File: src/hdl/irq_flags_defines.svh
/*
 Register offsets, field positions, reset values and interrupt numbers
 for the interrupt flag and priority block.
 Assumes a Wishbone slave with byte addresses and 32-bit words.
*/
// Summary of operation
// - Flags four: bit 7 sleep timer pending, bit 5 port zero pending.
// - Timer 1..4 flags set by hardware, cleared when CPU vectors to them.
// - Flags four bit 0 shows DMA complete pending.
// - Flags five bit 4 is watchdog pending; bits 7:5 unused, read 0.
// - Flags five bit 3 shows port one pending.
// - Flags five bit 2 shared by second serial transmit and audio transmit.
// - Flags five bit 1 shows first serial unit transmit pending.
// - Flags five bit 0 shared by port two and USB controller.
// - Six priority groups, two registers with one bit per group.
// - Four levels per group, all groups lowest after reset.
// - Active routine blocks requests at equal or lower level.
// - Equal-level simultaneous requests resolved by fixed polling order.
// - Level is {high bit, low bit}; 00 lowest, 11 highest.
`ifndef IRQ_FLAGS_DEFINES_SVH
`define IRQ_FLAGS_DEFINES_SVH

// Register byte offsets
`define OFS_FLAGS_FOUR    8'hC0
`define OFS_FLAGS_FIVE    8'hE8
`define OFS_PRIO_LOW      8'hD0
`define OFS_PRIO_HIGH     8'hD4
`define OFS_SERVICE       8'hD8

// Flags four bit positions
`define BIT_SLEEP_TIMER   7
`define BIT_RESERVED_SIX  6
`define BIT_PORT_ZERO     5
`define BIT_TIMER_FOUR    4
`define BIT_TIMER_THREE   3
`define BIT_TIMER_TWO     2
`define BIT_TIMER_ONE     1
`define BIT_DMA_DONE      0

// Flags five bit positions
`define BIT_WATCHDOG      4
`define BIT_PORT_ONE      3
`define BIT_SERIAL_B_TX   2
`define BIT_SERIAL_A_TX   1
`define BIT_PORT_TWO      0
`define MASK_FLAGS_FIVE   8'h1F

// Reset values
`define RST_FLAGS         8'h00
`define RST_PRIO          6'h00

// Interrupt numbers of the flags held here
`define NUM_DMA           5'h08
`define NUM_TIMER_ONE     5'h09
`define NUM_TIMER_TWO     5'h0A
`define NUM_TIMER_THREE   5'h0B
`define NUM_TIMER_FOUR    5'h0C
`define NUM_PORT_ZERO     5'h0D
`define NUM_SLEEP_TIMER   5'h05
`define NUM_PORT_TWO      5'h06
`define NUM_SERIAL_A_TX   5'h07
`define NUM_SERIAL_B_TX   5'h0E
`define NUM_PORT_ONE      5'h0F
`define NUM_WATCHDOG      5'h11

`endif

File: src/hdl/irq_flags_pkg.sv
/*
 Types shared by the interrupt flag and priority block.
 Assumes the defines header is included where constants are needed.
*/
package irq_flags_pkg;

    // Wishbone request from the master
    typedef struct packed {
        logic        cyc;
        logic        stb;
        logic        we;
        logic [7:0]  adr;
        logic [3:0]  sel;
        logic [31:0] dat;
    } wb_req_t;

    // Wishbone answer to the master
    typedef struct packed {
        logic        ack;
        logic [31:0] dat;
    } wb_rsp_t;

    // Hardware request pulses from the sources
    typedef struct packed {
        logic sleepTimer;
        logic portZero;
        logic timerFour;
        logic timerThree;
        logic timerTwo;
        logic timerOne;
        logic dmaDone;
        logic watchdog;
        logic portOne;
        logic serialBTx;
        logic audioTx;
        logic serialATx;
        logic portTwo;
        logic usbCtrl;
    } hw_set_t;

    typedef logic [1:0] level_t;

    // Request presented to the processor core
    typedef struct packed {
        logic       req;
        logic [4:0] num;
        level_t     level;
    } irq_out_t;

endpackage

File: src/hdl/irq_flags_and_priority.sv
/*
 Interrupt flag registers four and five plus group priority resolution.
 Holds the flags, the two priority registers and the nesting state,
 and presents the winning request to the processor core.
 Assumes sources give one-cycle pulses on core_clk, the core pulses
 vectorAck when it takes the presented number and retiPulse on return,
 and flags of other sources arrive as levels on otherPending.
*/
`timescale 1ns/1ps
`include "irq_flags_defines.svh"
`default_nettype none

module irq_flags_and_priority
    import irq_flags_pkg::*;
#(
    parameter int NUM_IRQS   = 18,
    parameter int NUM_GROUPS = 6
) (
    input  wire logic              core_clk,
    input  wire logic              sys_rst,
    input  wire wb_req_t           wbReq,
    output var  wb_rsp_t           wbRsp,
    input  wire hw_set_t           hwSet,
    input  wire logic [17:0]       otherPending,
    input  wire logic              vectorAck,
    input  wire logic              retiPulse,
    output var  irq_out_t          irqOut,
    output var  logic [3:0]        activeLevels
);

    // Polling order and grouping are fixed for this many sources,
    // so any other count is refused while the design is built
    if (NUM_IRQS != 18 || NUM_GROUPS != 6) begin : gParamCheck
        $error("irq_flags_and_priority serves 18 sources in 6 groups");
    end

    ////////////////////////////////////////////////////////////////////
    // Decoding functions

    // Interrupt number at a given place in the polling sequence
    function automatic logic [4:0] pollNum(input logic [4:0] place);
        logic [4:0] n;
        n = 5'h00;
        // Places past the last source fall back to 0
        case (place)
            5'h00: n = 5'h00;
            5'h01: n = 5'h10;
            5'h02: n = 5'h08;
            5'h03: n = 5'h01;
            5'h04: n = 5'h09;
            5'h05: n = 5'h02;
            5'h06: n = 5'h0A;
            5'h07: n = 5'h03;
            5'h08: n = 5'h0B;
            5'h09: n = 5'h04;
            5'h0A: n = 5'h0C;
            5'h0B: n = 5'h05;
            5'h0C: n = 5'h0D;
            5'h0D: n = 5'h06;
            5'h0E: n = 5'h07;
            5'h0F: n = 5'h0E;
            5'h10: n = 5'h0F;
            5'h11: n = 5'h11;
            default: n = 5'h00;
        endcase
        return n;
    endfunction

    // Priority group of an interrupt number
    function automatic logic [2:0] groupOf(input logic [4:0] num);
        logic [2:0] g;
        g = 3'h0;
        case (num)
            5'h06: g = 3'h1;
            5'h07: g = 3'h2;
            5'h0E: g = 3'h3;
            5'h0F: g = 3'h4;
            5'h10: g = 3'h0;
            5'h11: g = 3'h5;
            default: g = num[2:0];
        endcase
        return g;
    endfunction

    // Highest level held in a nesting mask
    // Levels nest upward, so the top bit is the innermost
    function automatic level_t topLevel(input logic [3:0] mask);
        level_t t;
        t = 2'h0;
        for (int k = 0; k < 4; k++) begin
            if (mask[k]) begin
                t = level_t'(k);
            end
        end
        return t;
    endfunction

    ////////////////////////////////////////////////////////////////////
    // Bus slave

    logic        ackReg;
    logic        ackNext;
    logic [31:0] rdReg;
    logic [31:0] rdNext;
    logic        wrLow;
    logic [7:0]  wrData;

    // Register state and next values
    logic [7:0]  flagsFourReg;
    logic [7:0]  flagsFourNext;
    logic [7:0]  flagsFiveReg;
    logic [7:0]  flagsFiveNext;
    logic [5:0]  prioLowReg;
    logic [5:0]  prioLowNext;
    logic [5:0]  prioHighReg;
    logic [5:0]  prioHighNext;
    logic [3:0]  activeReg;
    logic [3:0]  activeNext;
    irq_out_t    irqReg;
    irq_out_t    irqNext;

    // Answer one cycle after the strobe; ack drops the cycle after
    // Writes commit at the edge on which ack rises
    always_comb begin
        ackNext = wbReq.cyc & wbReq.stb & ~ackReg;
        wrLow   = ackNext & wbReq.we & wbReq.sel[0];
        wrData  = wbReq.dat[7:0];
        rdNext  = 32'h0000_0000;
        if (ackNext && !wbReq.we) begin
            case (wbReq.adr)
                `OFS_FLAGS_FOUR: rdNext = {24'h00_0000, flagsFourReg};
                `OFS_FLAGS_FIVE: rdNext = {24'h00_0000, flagsFiveReg};
                `OFS_PRIO_LOW:   rdNext = {26'h000_0000, prioLowReg};
                `OFS_PRIO_HIGH:  rdNext = {26'h000_0000, prioHighReg};
                `OFS_SERVICE:    rdNext = {16'h0000, 1'b0, irqReg.num,
                                           irqReg.level, 4'h0, activeReg};
                default:         rdNext = 32'h0000_0000;
            endcase
        end
    end

    // Bus answer registers
    always_ff @(posedge core_clk or posedge sys_rst) begin
        if (sys_rst) begin
            ackReg <= 1'b0;
            rdReg  <= 32'h0000_0000;
        end else begin
            ackReg <= ackNext;
            rdReg  <= rdNext;
        end
    end

    assign wbRsp.ack = ackReg;
    assign wbRsp.dat = rdReg;

    ////////////////////////////////////////////////////////////////////
    // Flag registers

    logic takeTimer;

    // Software write first, then vector clear, then hardware set wins
    always_comb begin
        flagsFourNext = flagsFourReg;
        flagsFiveNext = flagsFiveReg;
        takeTimer     = vectorAck & irqReg.req;
        // A written 1 raises a request as its source would
        if (wrLow && wbReq.adr == `OFS_FLAGS_FOUR) begin
            flagsFourNext = wrData;
        end
        if (wrLow && wbReq.adr == `OFS_FLAGS_FIVE) begin
            flagsFiveNext = wrData;
        end
        // Only timer flags clear on vectoring
        if (takeTimer) begin
            case (irqReg.num)
                `NUM_TIMER_ONE:   flagsFourNext[`BIT_TIMER_ONE] = 1'b0;
                `NUM_TIMER_TWO:   flagsFourNext[`BIT_TIMER_TWO] = 1'b0;
                `NUM_TIMER_THREE: flagsFourNext[`BIT_TIMER_THREE] = 1'b0;
                `NUM_TIMER_FOUR:  flagsFourNext[`BIT_TIMER_FOUR] = 1'b0;
                default:          flagsFourNext = flagsFourNext;
            endcase
        end
        // Hardware sets last so a same-cycle clear never loses an event
        flagsFourNext[`BIT_SLEEP_TIMER] |= hwSet.sleepTimer;
        flagsFourNext[`BIT_PORT_ZERO]   |= hwSet.portZero;
        flagsFourNext[`BIT_TIMER_FOUR]  |= hwSet.timerFour;
        flagsFourNext[`BIT_TIMER_THREE] |= hwSet.timerThree;
        flagsFourNext[`BIT_TIMER_TWO]   |= hwSet.timerTwo;
        flagsFourNext[`BIT_TIMER_ONE]   |= hwSet.timerOne;
        flagsFourNext[`BIT_DMA_DONE]    |= hwSet.dmaDone;

        // Shared sources land on one flag
        flagsFiveNext[`BIT_WATCHDOG]    |= hwSet.watchdog;
        flagsFiveNext[`BIT_PORT_ONE]    |= hwSet.portOne;
        flagsFiveNext[`BIT_SERIAL_B_TX] |= hwSet.serialBTx | hwSet.audioTx;
        flagsFiveNext[`BIT_SERIAL_A_TX] |= hwSet.serialATx;
        flagsFiveNext[`BIT_PORT_TWO]    |= hwSet.portTwo | hwSet.usbCtrl;
        // Unused upper bits never hold a one
        flagsFiveNext = flagsFiveNext & `MASK_FLAGS_FIVE;
    end

    // Flag registers, all clear at reset
    always_ff @(posedge core_clk or posedge sys_rst) begin
        if (sys_rst) begin
            flagsFourReg <= `RST_FLAGS;
            flagsFiveReg <= `RST_FLAGS;
        end else begin
            flagsFourReg <= flagsFourNext;
            flagsFiveReg <= flagsFiveNext;
        end
    end

    ////////////////////////////////////////////////////////////////////
    // Priority registers

    // One bit per group in each register
    always_comb begin
        prioLowNext  = prioLowReg;
        prioHighNext = prioHighReg;
        if (wrLow && wbReq.adr == `OFS_PRIO_LOW) begin
            prioLowNext = wrData[5:0];
        end
        if (wrLow && wbReq.adr == `OFS_PRIO_HIGH) begin
            prioHighNext = wrData[5:0];
        end
    end

    // All groups start at the lowest level
    always_ff @(posedge core_clk or posedge sys_rst) begin
        if (sys_rst) begin
            prioLowReg  <= `RST_PRIO;
            prioHighReg <= `RST_PRIO;
        end else begin
            prioLowReg  <= prioLowNext;
            prioHighReg <= prioHighNext;
        end
    end

    ////////////////////////////////////////////////////////////////////
    // Pending vector by interrupt number

    logic [17:0] pending;
    logic [17:0] ownMask;

    // Own flags replace the outside levels at their numbers
    always_comb begin
        pending = 18'h0_0000;
        ownMask = 18'h0_0000;
        pending[`NUM_DMA]         = flagsFourReg[`BIT_DMA_DONE];
        pending[`NUM_TIMER_ONE]   = flagsFourReg[`BIT_TIMER_ONE];
        pending[`NUM_TIMER_TWO]   = flagsFourReg[`BIT_TIMER_TWO];
        pending[`NUM_TIMER_THREE] = flagsFourReg[`BIT_TIMER_THREE];
        pending[`NUM_TIMER_FOUR]  = flagsFourReg[`BIT_TIMER_FOUR];
        pending[`NUM_PORT_ZERO]   = flagsFourReg[`BIT_PORT_ZERO];
        pending[`NUM_SLEEP_TIMER] = flagsFourReg[`BIT_SLEEP_TIMER];
        pending[`NUM_PORT_TWO]    = flagsFiveReg[`BIT_PORT_TWO];
        pending[`NUM_SERIAL_A_TX] = flagsFiveReg[`BIT_SERIAL_A_TX];
        pending[`NUM_SERIAL_B_TX] = flagsFiveReg[`BIT_SERIAL_B_TX];
        pending[`NUM_PORT_ONE]    = flagsFiveReg[`BIT_PORT_ONE];
        pending[`NUM_WATCHDOG]    = flagsFiveReg[`BIT_WATCHDOG];

        // Numbers held here ignore outside levels
        ownMask[`NUM_DMA]         = 1'b1;
        ownMask[`NUM_TIMER_ONE]   = 1'b1;
        ownMask[`NUM_TIMER_TWO]   = 1'b1;
        ownMask[`NUM_TIMER_THREE] = 1'b1;
        ownMask[`NUM_TIMER_FOUR]  = 1'b1;
        ownMask[`NUM_PORT_ZERO]   = 1'b1;
        ownMask[`NUM_SLEEP_TIMER] = 1'b1;
        ownMask[`NUM_PORT_TWO]    = 1'b1;
        ownMask[`NUM_SERIAL_A_TX] = 1'b1;
        ownMask[`NUM_SERIAL_B_TX] = 1'b1;
        ownMask[`NUM_PORT_ONE]    = 1'b1;
        ownMask[`NUM_WATCHDOG]    = 1'b1;
        pending = pending | (otherPending & ~ownMask);
    end

    ////////////////////////////////////////////////////////////////////
    // Arbitration and nesting

    // Winner so far and candidate under test
    logic       found;
    logic [4:0] bestNum;
    level_t     bestLevel;
    level_t     candLevel;
    logic [4:0] candNum;
    logic [2:0] candGroup;
    logic       allowed;

    // Walk the polling order; only a strictly higher level displaces,
    // so among equal levels the earlier polled number keeps the slot
    // A full walk keeps the order plain; 18 places is cheap
    always_comb begin
        found     = 1'b0;
        bestNum   = 5'h00;
        bestLevel = 2'h0;
        candLevel = 2'h0;
        candNum   = 5'h00;
        candGroup = 3'h0;
        for (int p = 0; p < NUM_IRQS; p++) begin
            candNum   = pollNum(5'(p));
            candGroup = groupOf(candNum);
            candLevel = {prioHighReg[candGroup], prioLowReg[candGroup]};
            if (pending[candNum] && (!found || candLevel > bestLevel)) begin
                found     = 1'b1;
                bestNum   = candNum;
                bestLevel = candLevel;
            end
        end
    end

    // A routine in service holds off equal or lower levels
    // An empty nesting mask lets any level through
    assign allowed = (activeReg == 4'h0) || (bestLevel > topLevel(activeReg));

    // Nesting mask and request register
    always_comb begin
        activeNext = activeReg;
        // A return pops the innermost, highest level
        if (retiPulse && activeReg != 4'h0) begin
            activeNext[topLevel(activeReg)] = 1'b0;
        end
        if (vectorAck && irqReg.req) begin
            activeNext[irqReg.level] = 1'b1;
        end
        // Drop in the take cycle so it is not taken twice
        irqNext.req   = found & allowed & ~vectorAck;
        irqNext.num   = bestNum;
        irqNext.level = bestLevel;
    end

    // Request and nesting state, idle at reset
    always_ff @(posedge core_clk or posedge sys_rst) begin
        if (sys_rst) begin
            activeReg <= 4'h0;
            irqReg    <= '0;
        end else begin
            activeReg <= activeNext;
            irqReg    <= irqNext;
        end
    end

    // Outputs straight from registers
    assign irqOut       = irqReg;
    assign activeLevels = activeReg;

endmodule

`default_nettype wire

File: config.mk
export PLATFORM = sky130hd
export DESIGN_NAME = irq_flags_and_priority
export DESIGN_NICKNAME = d
export VERILOG_FILES = /design/src/hdl/irq_flags_pkg.sv /design/src/hdl/irq_flags_and_priority.sv
export VERILOG_INCLUDE_DIRS = /design/src /design/src/hdl
export SDC_FILE = /design/constraint.sdc
export NUM_CORES = 1
export LEC_CHECK = 0
export ABC_AREA = 0
export BUFFER_PORTS_ARGS = -buffer_cell sky130_fd_sc_hd__buf_2
export CORE_MARGIN = 2
export CORE_UTILIZATION = 45
export CTS_CLUSTER_SIZE = 14
export DETAILED_ROUTE_END_ITERATION = 16
export GPL_ROUTABILITY_DRIVEN = 0
export PLACE_DENSITY = 0.73
export SETUP_SLACK_MARGIN = 0.05
export SYNTH_ARGS = -nofsm -noshare
export SYNTH_HDL_FRONTEND = slang
export SYNTH_SLANG_ARGS = --single-unit
File: constraint.sdc
create_clock -name core_clk -period 22.5 [get_ports core_clk]
set_input_delay 2.25 -clock core_clk [delete_from_list [all_inputs] [get_ports core_clk]]
set_output_delay 2.25 -clock core_clk [all_outputs]
set_load 0.02 [all_outputs]
After elaboration in Yosys (flattened, before gate mapping)
Cells that the tools add are included.
{"block": "classes", "order_cmp": 22, "eq_ne": 9, "muxes": 72, "bitwise_logic": 27, "n_reduce_logical": 64}
{"cell": "$mux 5", "count": 19}
{"cell": "$pmux 15 s5", "count": 1}
{"cell": "$mux 2", "count": 21}
{"cell": "$eq 8x8->1 const B", "count": 5}
{"cell": "$gt 2x2->1", "count": 18}
{"cell": "$mux 32", "count": 1}
{"cell": "$logic_and 1x1->1", "count": 26}
{"cell": "$mux 1", "count": 25}
{"cell": "$eq 5x4->1 const B", "count": 4}
{"cell": "$logic_not 1->1", "count": 18}
{"cell": "$logic_or 1x1->1", "count": 18}
{"cell": "$or 18x17->18", "count": 1}
{"cell": "$or 1x1->1", "count": 14}
{"cell": "$mux 4", "count": 2}
{"cell": "$mux 8", "count": 1}
{"cell": "$and 1x1->1", "count": 7}
{"cell": "$lt 2x3->1 const B", "count": 2}
{"cell": "$and 4x4->4", "count": 1}
{"cell": "$demux 1 s2", "count": 2}
{"cell": "$ge 2x1->1 const B", "count": 2}
{"cell": "$logic_not 4->1", "count": 1}
{"cell": "$not 4->4", "count": 1}
{"cell": "$or 4x4->4", "count": 1}
{"cell": "$reduce_bool 4->1", "count": 1}
{"cell": "$not 1->1", "count": 2}
{"block": "totals", "regBits": 70, "inputBits": 83, "output_inout_bits": 45, "wordCells": 204}

Logic depth before layout (Yosys ltp)
Gate-level depths: netlist (run 1).
{"block": "logic_depth", "word_depth": 74, "ltp_mapped": 117, "mapped_depth_nobuf": 114}

Least setup slack after synthesis (run 1)
Ideal clock, no wire load.
{"block": "synth_path", "path_kind": "input to register", "from": "input port otherPending[0]", "to": "register irqReg (netlist bit irqOut[7])", "setup_time_ns": 0.119, "arrival_ns": 20.299, "required_time_ns": 22.381, "setup_slack_ns": 2.082, "cell_stages": 112, "path_buffers": 3, "cell_sequence": "or3_1 buf_2 nand2_1 inv_1 ha_1 nor2_1 nand3_1 nand2_1 nand2_1 o21ai_0 ha_1 nor2_1 a211oi_4 o211ai_4 nand2_1 o21ai_0 ha_1 nor2_1 [76 not listed] inv_2 ha_1 nor2_1 a21oi_1 o221ai_1 nand2_1 mux2i_1 ha_1 nor2b_1 o21ai_0 nand2_1 and2_1 o21ai_0 ha_1 a21oi_1 a21oi_1 a21oi_1 nor3_1"}
{"element": "start, declared", "line_no": "irq_flags_and_priority.sv:24", "rtl": "input wire logic [17:0] otherPending,"}
{"element": "end signal, assigned", "line_no": "irq_flags_and_priority.sv:339", "rtl": "irqReg <= irqNext;"}
{"element": "end, declared", "line_no": "irq_flags_and_priority.sv:119", "rtl": "irq_out_t irqReg;"}

==> impl_metrics.py, run 1 <==
metrics = {
    "run_status": {
        "status": "finished clean",
    },
    "worst_setup_path": {
        "worstPathMaxFanout": 7,
        "critical-path-top-delay-family": "compound AO/OA/AOI/OAI gates",
        "arrival_ps": 21220,
        "critPathMaxStageDelay_ps": 450,
        "critPathSlowestCell": "or3_4",
        "endpoint_kind": "flop",
        "required_ps": 22690,
        "start_kind": "primary input",
        "crit_type": "in -> reg",
        "path_buf_inv": 4,
        "cpMostUsedCell": "ha_1",
    },
    "sta": {
        "slew_viol_final": 0,
        "fin_crit_sh_pct": 93.5,
        "finalSetupViolations": 0,
        "final-hold-violation-count": 0,
        "fin_skew_ps": 13.1,
        "max_freq_mhz": 47.5,
        "maxSlewHeadroom_pct": 30.9,
        "fin_crit_ps": 21040,
        "tightest_slew_ps": 1020,
    },
    "route": {
        "route.detailed.drc": 0,
        "wirelength_um": 11000,
        "routed_via_density": 6.00,
        "drtAntennaViolNets": 0,
        "drtPass1Iterations": 5,
        "routedWlPerCell_um": 17.3,
        "drtIter0Drc": 294,
        "vias": 3822,
    },
    "synthesis": {
        "synthArstFlopShare_pct": 100,
        "ys_ff_latch": 53,
        "synth_flop_cell": "dfrtp_1",
        "synth_most_common_cell": "dfrtp_1",
        "syn_area_um2": 4050,
        "syn_area_per_cell_um2": 8.90,
        "yosysSeqAreaShare_pct": 32.7,
        "yosys.area.top_type_share_pct": 32.7,
        "synthDistinctLibCells": 77,
        "synth_edf_count": 0,
        "synth_area_leaders": "dfrtp_1 (33%), ha_1 (5.9%), nand2_1 (4.6%)",
        "yosys.area.top_type": "dfrtp_1",
        "ys_warn_count": 0,
        "synth_common_cells": "dfrtp_1 (53), nand2_1 (50), nor2_1 (41), a21oi_1 (23), o21ai_0 (22)",
        "synthCells": 455,
    },
    "final_layout": {
        "area_growth_pct": 15.8,
        "drive_gt1_share_pct": 29.9,
        "fin_area_um2": 4690,
        "num-nets-final": 630,
        "diodes": 0,
        "final_cells": 637,
    },
    "pwr": {
        "power_frac_clock_pct": 28.3,
        "p_sw_mw": 0.0486,
        "worst_ir_drop_vdd_uv": 21.7,
        "p_comb_share_pct": 15.3,
        "swShare_pct": 27.4,
        "seq_power_share_pct": 56.5,
        "p_leak_nw": 2.25,
        "intPower_mw": 0.129,
        "fin_total_pwr_mw": 0.177,
        "power_density_nw_per_um2": 37.8,
    },
    "worst_hold_path": {
        "hold_class": "reg -> reg",
    },
    "global_route": {
        "overflow": 0,
        "grtUsageTotal_pct": 21.9,
        "antenna_found_initial": 0,
        "grt_max_degree": 54,
        "grt_first_pass_wirelength_um": 17300,
        "first_global_vias": 3559,
    },
    "floorplan": {
        "die_area_um2": 9780,
        "initial_utilization_pct": 46.4,
        "die_h_um": 98.9,
        "rows": 34,
        "io-pin-count": 128,
        "die_w_um": 98.9,
        "core_um2": 8720,
    },
    "clock_network": {
        "clk_latency_ps": 300,
        "root_buffer": "clkbuf_8",
        "clk_pin_slew_worst_paths_ps": 90,
        "cts_tree": "built",
        "htree_levels": 2,
        "cts_made_buffers": 5,
        "ctsHoldBuffers": 0,
        "cts_sinks": 53,
        "cts_buffer_depth": 2,
    },
    "place": {
        "dp.cells": 621,
        "port_buffers": 71,
        "placed_area_um2": 4420,
        "dp_hpwl_um": 8400,
    },
    "job": {
        "cap_violations": 0,
    },
}
## state kept, by name, summed over array words and instances, names as in the netlist
register / count
rdReg: 15
prioHighReg: 6
ackReg: 1
irqOut: 8
flagsFiveReg: 5
activeLevels: 4
prioLowReg: 6
flagsFourReg: 8
## power groups by stage
| stage | Sequential [mW] | Combinational [mW] | Clock (mW) |
|---|---|---|---|
| floorplan | 0.103 | 0.0163 | 0 |
| global placement | 0.102 | 0.0255 | 0 |
| detailed placement | 0.102 | 0.0258 | 0 |
| CTS | 0.100 | 0.0259 | 0.0506 |
| global route | 0.101 | 0.0299 | 0.0540 |
| finish | 0.100 | 0.0271 | 0.0501 |
## per-stage QoR
step	TNS, ps	worst slack (ps)	hold WS, ps	utilization, %
4_1_cts	0	154	474	51.6
3_5_place_dp	-98.2	-98.2	464	50.7
5_1_grt	-126	-126	491	53.8
6_report	0	1460	468	53.8
3_3_place_gp	0	338	440	50.7
2_1_floorplan	0	2080	434	-
## final cells by class
class | instances | area [um2]
Clock buffer | 6 | 72.6
Clock inverter | 2 | 10.0
Fill cell | 786 | 4030
Inverter | 20 | 75.1
Multi-Input combinational cell | 366 | 2630
Sequential cell | 53 | 1330
Tap cell | 108 | 135
Timing Repair Buffer | 82 | 438
## metal layers
layer | vias to the layer above | GRT usage (%) | share of wire [%]
met2 | 174 | 38.6 | 49
li1 | 1783 | - | -
met3 | 21 | 1.84 | 7.0
met4 | 0 | 5.69 | 2.4
met5 | - | 0 | 0
met1 | 1844 | 29.1 | 42
## worst paths after layout
| kind | cells past startpoint | from | endpoint | slack, ps |
|---|---|---|---|---|
| worst max-delay path | 108 | otherPending[0] | irqOut[7] | 1460 |
| worst min-delay path | 1 | ackReg | ackReg | 470 |
| worst max register to register | 107 | flagsFourReg[0] | irqOut[7] | 3110 |
| worst min register to register | 1 | ackReg | ackReg | 470 |
| max in group asynchronous | 3 | sys_rst | flagsFourReg[3] | 19970 |
| min in group asynchronous | 3 | sys_rst | rdReg[11] | 2100 |
## what timing repair did
item                                    CTS  global route
endpoints found under the setup margin    0             8
gates resized for setup                   0            35
buffers inserted                          0             8
## cell usage in the layout, fill, tap and decap left out, types with 6 or more instances in the layout
cell type,instances
mux2i_1,8
a22oi_1,11
nand2_1,45
conb_1,17
nor2_1,35
inv_1,18
mux2_2,16
buf_2,71
dfrtp_1,53
and3_1,18
ha_1,19
nand2_2,6
a211o_1,7
o21ai_0,18
a21oi_1,23
buf_4,11
nor2b_1,8
## cells by family after synthesis
| family | share of synthesized area, % |
|---|---|
| DFF | 32.7 |
| AOI/OAI and AO/OA | 26.0 |
| and+or+nand+nor | 20.7 |
| adders and majority gates | 6.12 |
| muxes | 7.41 |
| other | 0.0926 |
| buffers and inverters | 6.89 |
No activity file was read; power rests on OpenSTA's default activity.
==> inputs of run 2 (changes only) <==
--- a/config.mk
+++ b/config.mk
@@ -8,7 +8,6 @@
 export LEC_CHECK = 0
 export ABC_AREA = 0
 export BUFFER_PORTS_ARGS = -buffer_cell sky130_fd_sc_hd__buf_2
-export CORE_MARGIN = 2
 export CORE_UTILIZATION = 45
 export CTS_CLUSTER_SIZE = 14
 export DETAILED_ROUTE_END_ITERATION = 16
==> run 2 against run 1 <==
- setup slack lost 58 ps
- routed wire length increased by 1.4%
- first-iteration DRC count fell by 16%
- critical path type unchanged
- largest power group unchanged
- highest routed layer unchanged
==> impl_metrics.py, run 2 (synthesized netlist as in run 1, its figures left out) <==
metrics = {
    "worst_setup_path": {
        "cp-endpoint": "irqOut[7]",
        "crit_start": "otherPending[0]",
        "r2r-start": "flagsFourReg[0]",
        "worstPathMaxFanout": 8,
        "crit_type": "in -> reg",
        "arrival_ps": 21330,
        "rr_worst_depth": 109,
        "required_ps": 22730,
        "critPathMaxStageDelay_ps": 450,
        "reg2reg_to": "irqOut[7]",
        "start_kind": "primary input",
        "endpoint_kind": "flop",
        "critPathSlowestCell": "or3_4",
        "r2r_setup_slack_ps": 3040,
        "cpMostUsedCell": "ha_1",
    },
    "clock_network": {
        "cts_buffer_depth": 2,
        "root_buffer": "clkbuf_8",
        "ctsHoldBuffers": 0,
        "clk_pin_slew_worst_paths_ps": 100,
        "cts_sinks": 53,
        "clk_latency_ps": 310,
        "cts_tree": "built",
        "cts_made_buffers": 5,
        "htree_levels": 2,
    },
    "floorplan": {
        "core_um2": 8720,
        "rows": 34,
        "die_w_um": 96.9,
        "initial_utilization_pct": 46.4,
        "die_area_um2": 9380,
        "io-pin-count": 128,
        "die_h_um": 96.9,
    },
    "worst_hold_path": {
        "hold_class": "reg -> reg",
        "hold_path_depth": 1,
    },
    "final_layout": {
        "diodes": 0,
        "postLayoutCoreUtil_pct": 53.8,
        "num-nets-final": 630,
        "area_growth_pct": 15.9,
        "regMostFlops": "rdReg",
        "final_cell_mix": "buf_2 (71), dfrtp_1 (53), nand2_1 (47)",
        "drive_gt1_share_pct": 29.9,
        "fillerInstances": 796,
        "largest_register_ff_count": 15,
        "final_common_cell": "buf_2",
    },
    "sta": {
        "slew_viol_final": 0,
        "fin_crit_sh_pct": 93.8,
        "final-hold-violation-count": 0,
        "tightest_slew_ps": 1090,
        "max_freq_mhz": 47.4,
        "finalSetupViolations": 0,
        "fin_crit_ps": 21100,
        "worst_hold_slack_ps": 476,
        "fin_skew_ps": 7.14,
        "rsz0062_at_grt": "no",
        "setup_ws_ps": 1400,
        "maxSlewHeadroom_pct": 26.1,
    },
    "global_route": {
        "antenna_found_initial": 0,
        "overflow": 0,
        "grt_first_pass_wirelength_um": 17900,
        "grtUsageTotal_pct": 23.7,
        "first_global_vias": 3554,
        "grt_max_degree": 54,
    },
    "place": {
        "port_buffers": 71,
        "dp_hpwl_um": 8510,
        "post-place-ws_ps": -276,
    },
    "pwr": {
        "power_frac_clock_pct": 30.5,
        "worst_ir_drop_vdd_uv": 23.1,
        "p_comb_share_pct": 14.9,
        "swShare_pct": 27.9,
        "seq_power_share_pct": 54.6,
        "p_leak_nw": 2.25,
        "intPower_mw": 0.132,
        "power_density_nw_per_um2": 39.0,
        "p_sw_mw": 0.0511,
    },
    "route": {
        "wirelength_um": 11200,
        "drtPass1Iterations": 5,
        "routed_via_density": 5.97,
        "drtIter0Drc": 248,
        "vias": 3806,
        "routedWlPerCell_um": 17.6,
        "drtAntennaViolNets": 0,
        "route.detailed.drc": 0,
    },
    "job": {
        "cap_violations": 0,
    },
    "run_status": {
        "status": "finished clean",
    },
}
==> run 2: changes by cell type in the layout (fill, tap and decap cells not counted), moves of 2 or more <==
cell / change
o21ai_1: -3
nand2_1: +2
nand2_2: -2
o21ai_0: +2
==> run 2: layout make-up <==
cell class | instances | area [um2] | area share [%]
Tap cell | 108 | 135 | 2.88
Sequential cell | 53 | 1330 | 28.2
Clock inverter | 2 | 13.8 | 0.293
Timing Repair Buffer | 82 | 438 | 9.33
Inverter | 20 | 75.1 | 1.60
Clock buffer | 6 | 82.6 | 1.76
Multi-Input combinational cell | 366 | 2630 | 55.9
==> run 2: worst min-delay path by stage <==
stage,startpoint,end,slack [ps]
2_1_floorplan,ackReg,ackReg,430
3_3_place_gp,ackReg,ackReg,440
3_5_place_dp,ackReg,ackReg,460
4_1_cts,ackReg,ackReg,480
5_1_grt,ackReg,ackReg,500
6_report,ackReg,ackReg,480
==> run 2: timing repair <==
action                     CTS  global route
gates resized for setup      1            30
pin swaps                    0            11
setup endpoints to repair    1             8
cloned                       0             0
setup buffers                0             9
==> run 2: critical path: cells and delay by family <==
kind / cells / cell delay (ps)
adder cells (fa/ha/maj): 17 / 4840
AND/OR/NAND/NOR: 40 / 4900
buffers and inverters: 5 / 350
multiplexers: 8 / 2220
AO/OA/AOI/OAI: 40 / 6740
==> run 2: per-layer routing <==
metal | share of wire [%] | wire length (um) | vias to the layer above | global-route usage [%]
li1 | - | - | 1787 | -
met1 | 42 | 4750 | 1824 | 30.5
met2 | 48 | 5400 | 165 | 39.7
met3 | 6.1 | 681 | 30 | 3.97
met4 | 3.2 | 357 | 0 | 9.30
met5 | 0 | 0 | - | 0
==> run 2: stage by stage <==
step	instance area, um2	std cells	setup TNS, ps	power [mW]
after floorplan	4110	471	0	0.119
after global placement	4410	620	0	0.127
after detailed placement	4410	620	-276	0.128
after CTS	4510	628	0	0.182
after global routing	4700	637	0	0.191
final	4700	637	0	0.183
==> run 2: power by group through the flow <==
stage	clock network (mW)	logic (mW)	registers (mW)
3_3_place_gp	0	0.0253	0.102
4_1_cts	0.0562	0.0260	0.100
6_report	0.0559	0.0273	0.100
5_1_grt	0.0605	0.0300	0.100
3_5_place_dp	0	0.0259	0.102
2_1_floorplan	0	0.0163	0.103
==> inputs of run 3 (changes only) <==
--- a/config.mk
+++ b/config.mk
@@ -12,8 +12,9 @@
 export CTS_CLUSTER_SIZE = 14
 export DETAILED_ROUTE_END_ITERATION = 16
 export GPL_ROUTABILITY_DRIVEN = 0
-export PLACE_DENSITY = 0.73
+export PLACE_DENSITY_LB_ADDON = 0.3
 export SETUP_SLACK_MARGIN = 0.05
+export SKIP_LAST_GASP = 1
 export SYNTH_ARGS = -nofsm -noshare
 export SYNTH_HDL_FRONTEND = slang
 export SYNTH_SLANG_ARGS = --single-unit
==> run 3 against run 2 <==
- worst hold slack worse by 10 ps
- total power is 5.9% higher
- register-to-register slack worse by 110 ps
- clock skew is 2.5 ps higher
- core utilization is 0.26 points higher
- critical path depth stayed put
- final cell count is 0.47% higher
- sequential power hardly changed
- critical endpoint unchanged
- largest cell class unchanged
==> impl_metrics.py, run 3 (synthesized netlist as in run 1, its figures left out) <==
metrics = {
    "global_route": {
        "antenna_found_initial": 0,
        "grtUsageTotal_pct": 23.5,
        "grt_first_pass_wirelength_um": 17900,
        "overflow": 0,
        "first_global_vias": 3635,
        "grt_max_degree": 54,
    },
    "worst_setup_path": {
        "rr_worst_depth": 109,
        "required_ps": 22720,
        "reg2reg_to": "irqOut[7]",
        "crit_start": "otherPending[0]",
        "cpMostUsedCell": "ha_1",
        "critPathSlowestCell": "or3_4",
        "start_kind": "primary input",
        "crit_type": "in -> reg",
        "critPathMaxStageDelay_ps": 450,
        "r2r_setup_slack_ps": 2930,
        "worstPathMaxFanout": 8,
        "arrival_ps": 21420,
        "r2r-start": "flagsFourReg[0]",
        "endpoint_kind": "flop",
    },
    "route": {
        "route.detailed.drc": 0,
        "wirelength_um": 11200,
        "vias": 3835,
        "drtIter0Drc": 285,
        "drtPass1Iterations": 5,
        "routedWlPerCell_um": 17.5,
        "drtAntennaViolNets": 0,
        "routed_via_density": 5.99,
    },
    "final_layout": {
        "final_common_cell": "buf_2",
        "diodes": 0,
        "area_growth_pct": 16.5,
        "final_cell_mix": "buf_2 (71), dfrtp_1 (53), nand2_1 (47)",
        "drive_gt1_share_pct": 29.7,
        "fillerInstances": 807,
        "final_cells": 640,
        "largest_register_ff_count": 15,
        "multi_input_area_um2": 2600,
        "seqCellArea_um2": 1330,
        "num-nets-final": 633,
        "regMostFlops": "rdReg",
    },
    "place": {
        "dp_hpwl_um": 8490,
        "post-place-ws_ps": -63.7,
        "port_buffers": 71,
        "dp.cells": 621,
    },
    "sta": {
        "fin_crit_ps": 21200,
        "fin_skew_ps": 9.64,
        "tightest_slew_ps": 1060,
        "slew_viol_final": 0,
        "setup_ws_ps": 1300,
        "finalSetupViolations": 0,
        "max_freq_mhz": 47.2,
        "maxSlewHeadroom_pct": 29.1,
        "fin_crit_sh_pct": 94.2,
        "final-hold-violation-count": 0,
    },
    "worst_hold_path": {
        "hp-start": "ackReg",
        "holdPathEnd": "ackReg",
        "hold_path_depth": 1,
        "hold_class": "reg -> reg",
    },
    "clock_network": {
        "htree_levels": 2,
        "root_buffer": "clkbuf_8",
        "ctsHoldBuffers": 0,
        "cts_sinks": 53,
        "clk_pin_slew_worst_paths_ps": 100,
        "cts_made_buffers": 5,
        "cts_tree": "built",
        "clk_latency_ps": 300,
        "cts_buffer_depth": 2,
    },
    "pwr": {
        "worst_ir_drop_vdd_uv": 26.6,
        "p_leak_nw": 2.27,
        "power_density_nw_per_um2": 41.2,
    },
    "floorplan": {
        "die_area_um2": 9380,
        "die_h_um": 96.9,
        "core_um2": 8720,
        "rows": 34,
        "die_w_um": 96.9,
        "io-pin-count": 128,
        "initial_utilization_pct": 46.4,
    },
    "run_status": {
        "status": "finished clean",
    },
    "job": {
        "cap_violations": 0,
    },
}
==> run 3: cell types whose count changed in the layout (fill, tap and decap cells not counted), sizes merged <==
cell	before	now
buf	82	85
clkinv	2	0
bufinv	0	1
clkinvlp	0	1
==> run 3: worst max path at each step <==
stage               depth (start not counted)         to  slack [ps]
CTS                                       108  irqOut[7]         210
finish                                    110  irqOut[7]        1300
floorplan                                 112  irqOut[7]        2080
global route                              110  irqOut[7]        -110
global placement                          108  irqOut[7]         390
detailed placement                        108  irqOut[7]         -60
==> run 3: worst max-delay path, delay by kind of cell <==
| family | cells | cell delay, ps |
|---|---|---|
| AO/OA/AOI/OAI | 39 | 6350 |
| AND/OR/NAND/NOR | 42 | 5300 |
| adder cells (fa/ha/maj) | 17 | 4880 |
| multiplexers | 8 | 2280 |
| buffers and inverters | 4 | 300 |
==> run 3: final cells by class <==
cell class | instances | share of cell area (%)
Clock inverter | 2 | 0.796
Multi-Input combinational cell | 366 | 55.1
Sequential cell | 53 | 28.1
Tap cell | 108 | 2.86
Clock buffer | 6 | 1.75
Inverter | 20 | 1.59
Timing Repair Buffer | 85 | 9.76
==> run 3: per-layer routing <==
| layer | share of wire [%] | global-route usage [%] |
|---|---|---|
| met2 | 48 | 39.5 |
| met5 | 0 | 0 |
| met3 | 4.9 | 3.32 |
| met1 | 45 | 30.8 |
| met4 | 2.1 | 8.04 |
==> run 3: per-stage QoR <==
step                      hold slack, ps  area [um2]  total power, mW  TNS [ps]  utilization [%]
after global routing                 499        4720            0.202      -106             54.1
final                                466        4720            0.194         0             54.1
after CTS                            467        4540            0.194         0             52.1
after floorplan                      434        4110            0.119         0                -
after detailed placement             453        4420            0.128     -63.7             50.7
after global placement               437        4420            0.127         0             50.7
==> run 3: repair_timing <==
action / in CTS / in global routing
resized for setup: 0 / 28
setup buffers: 0 / 11
endpoints found under the setup margin: 0 / 8
==> run 3: power breakdown <==
group          leakage, nW  switching [mW]  internal, mW  total [mW]
Combinational         1.54          0.0172        0.0101      0.0273
Sequential           0.671         0.00296        0.0972       0.100
Clock               0.0574          0.0306        0.0362      0.0668
Total                 2.27          0.0507         0.143       0.194
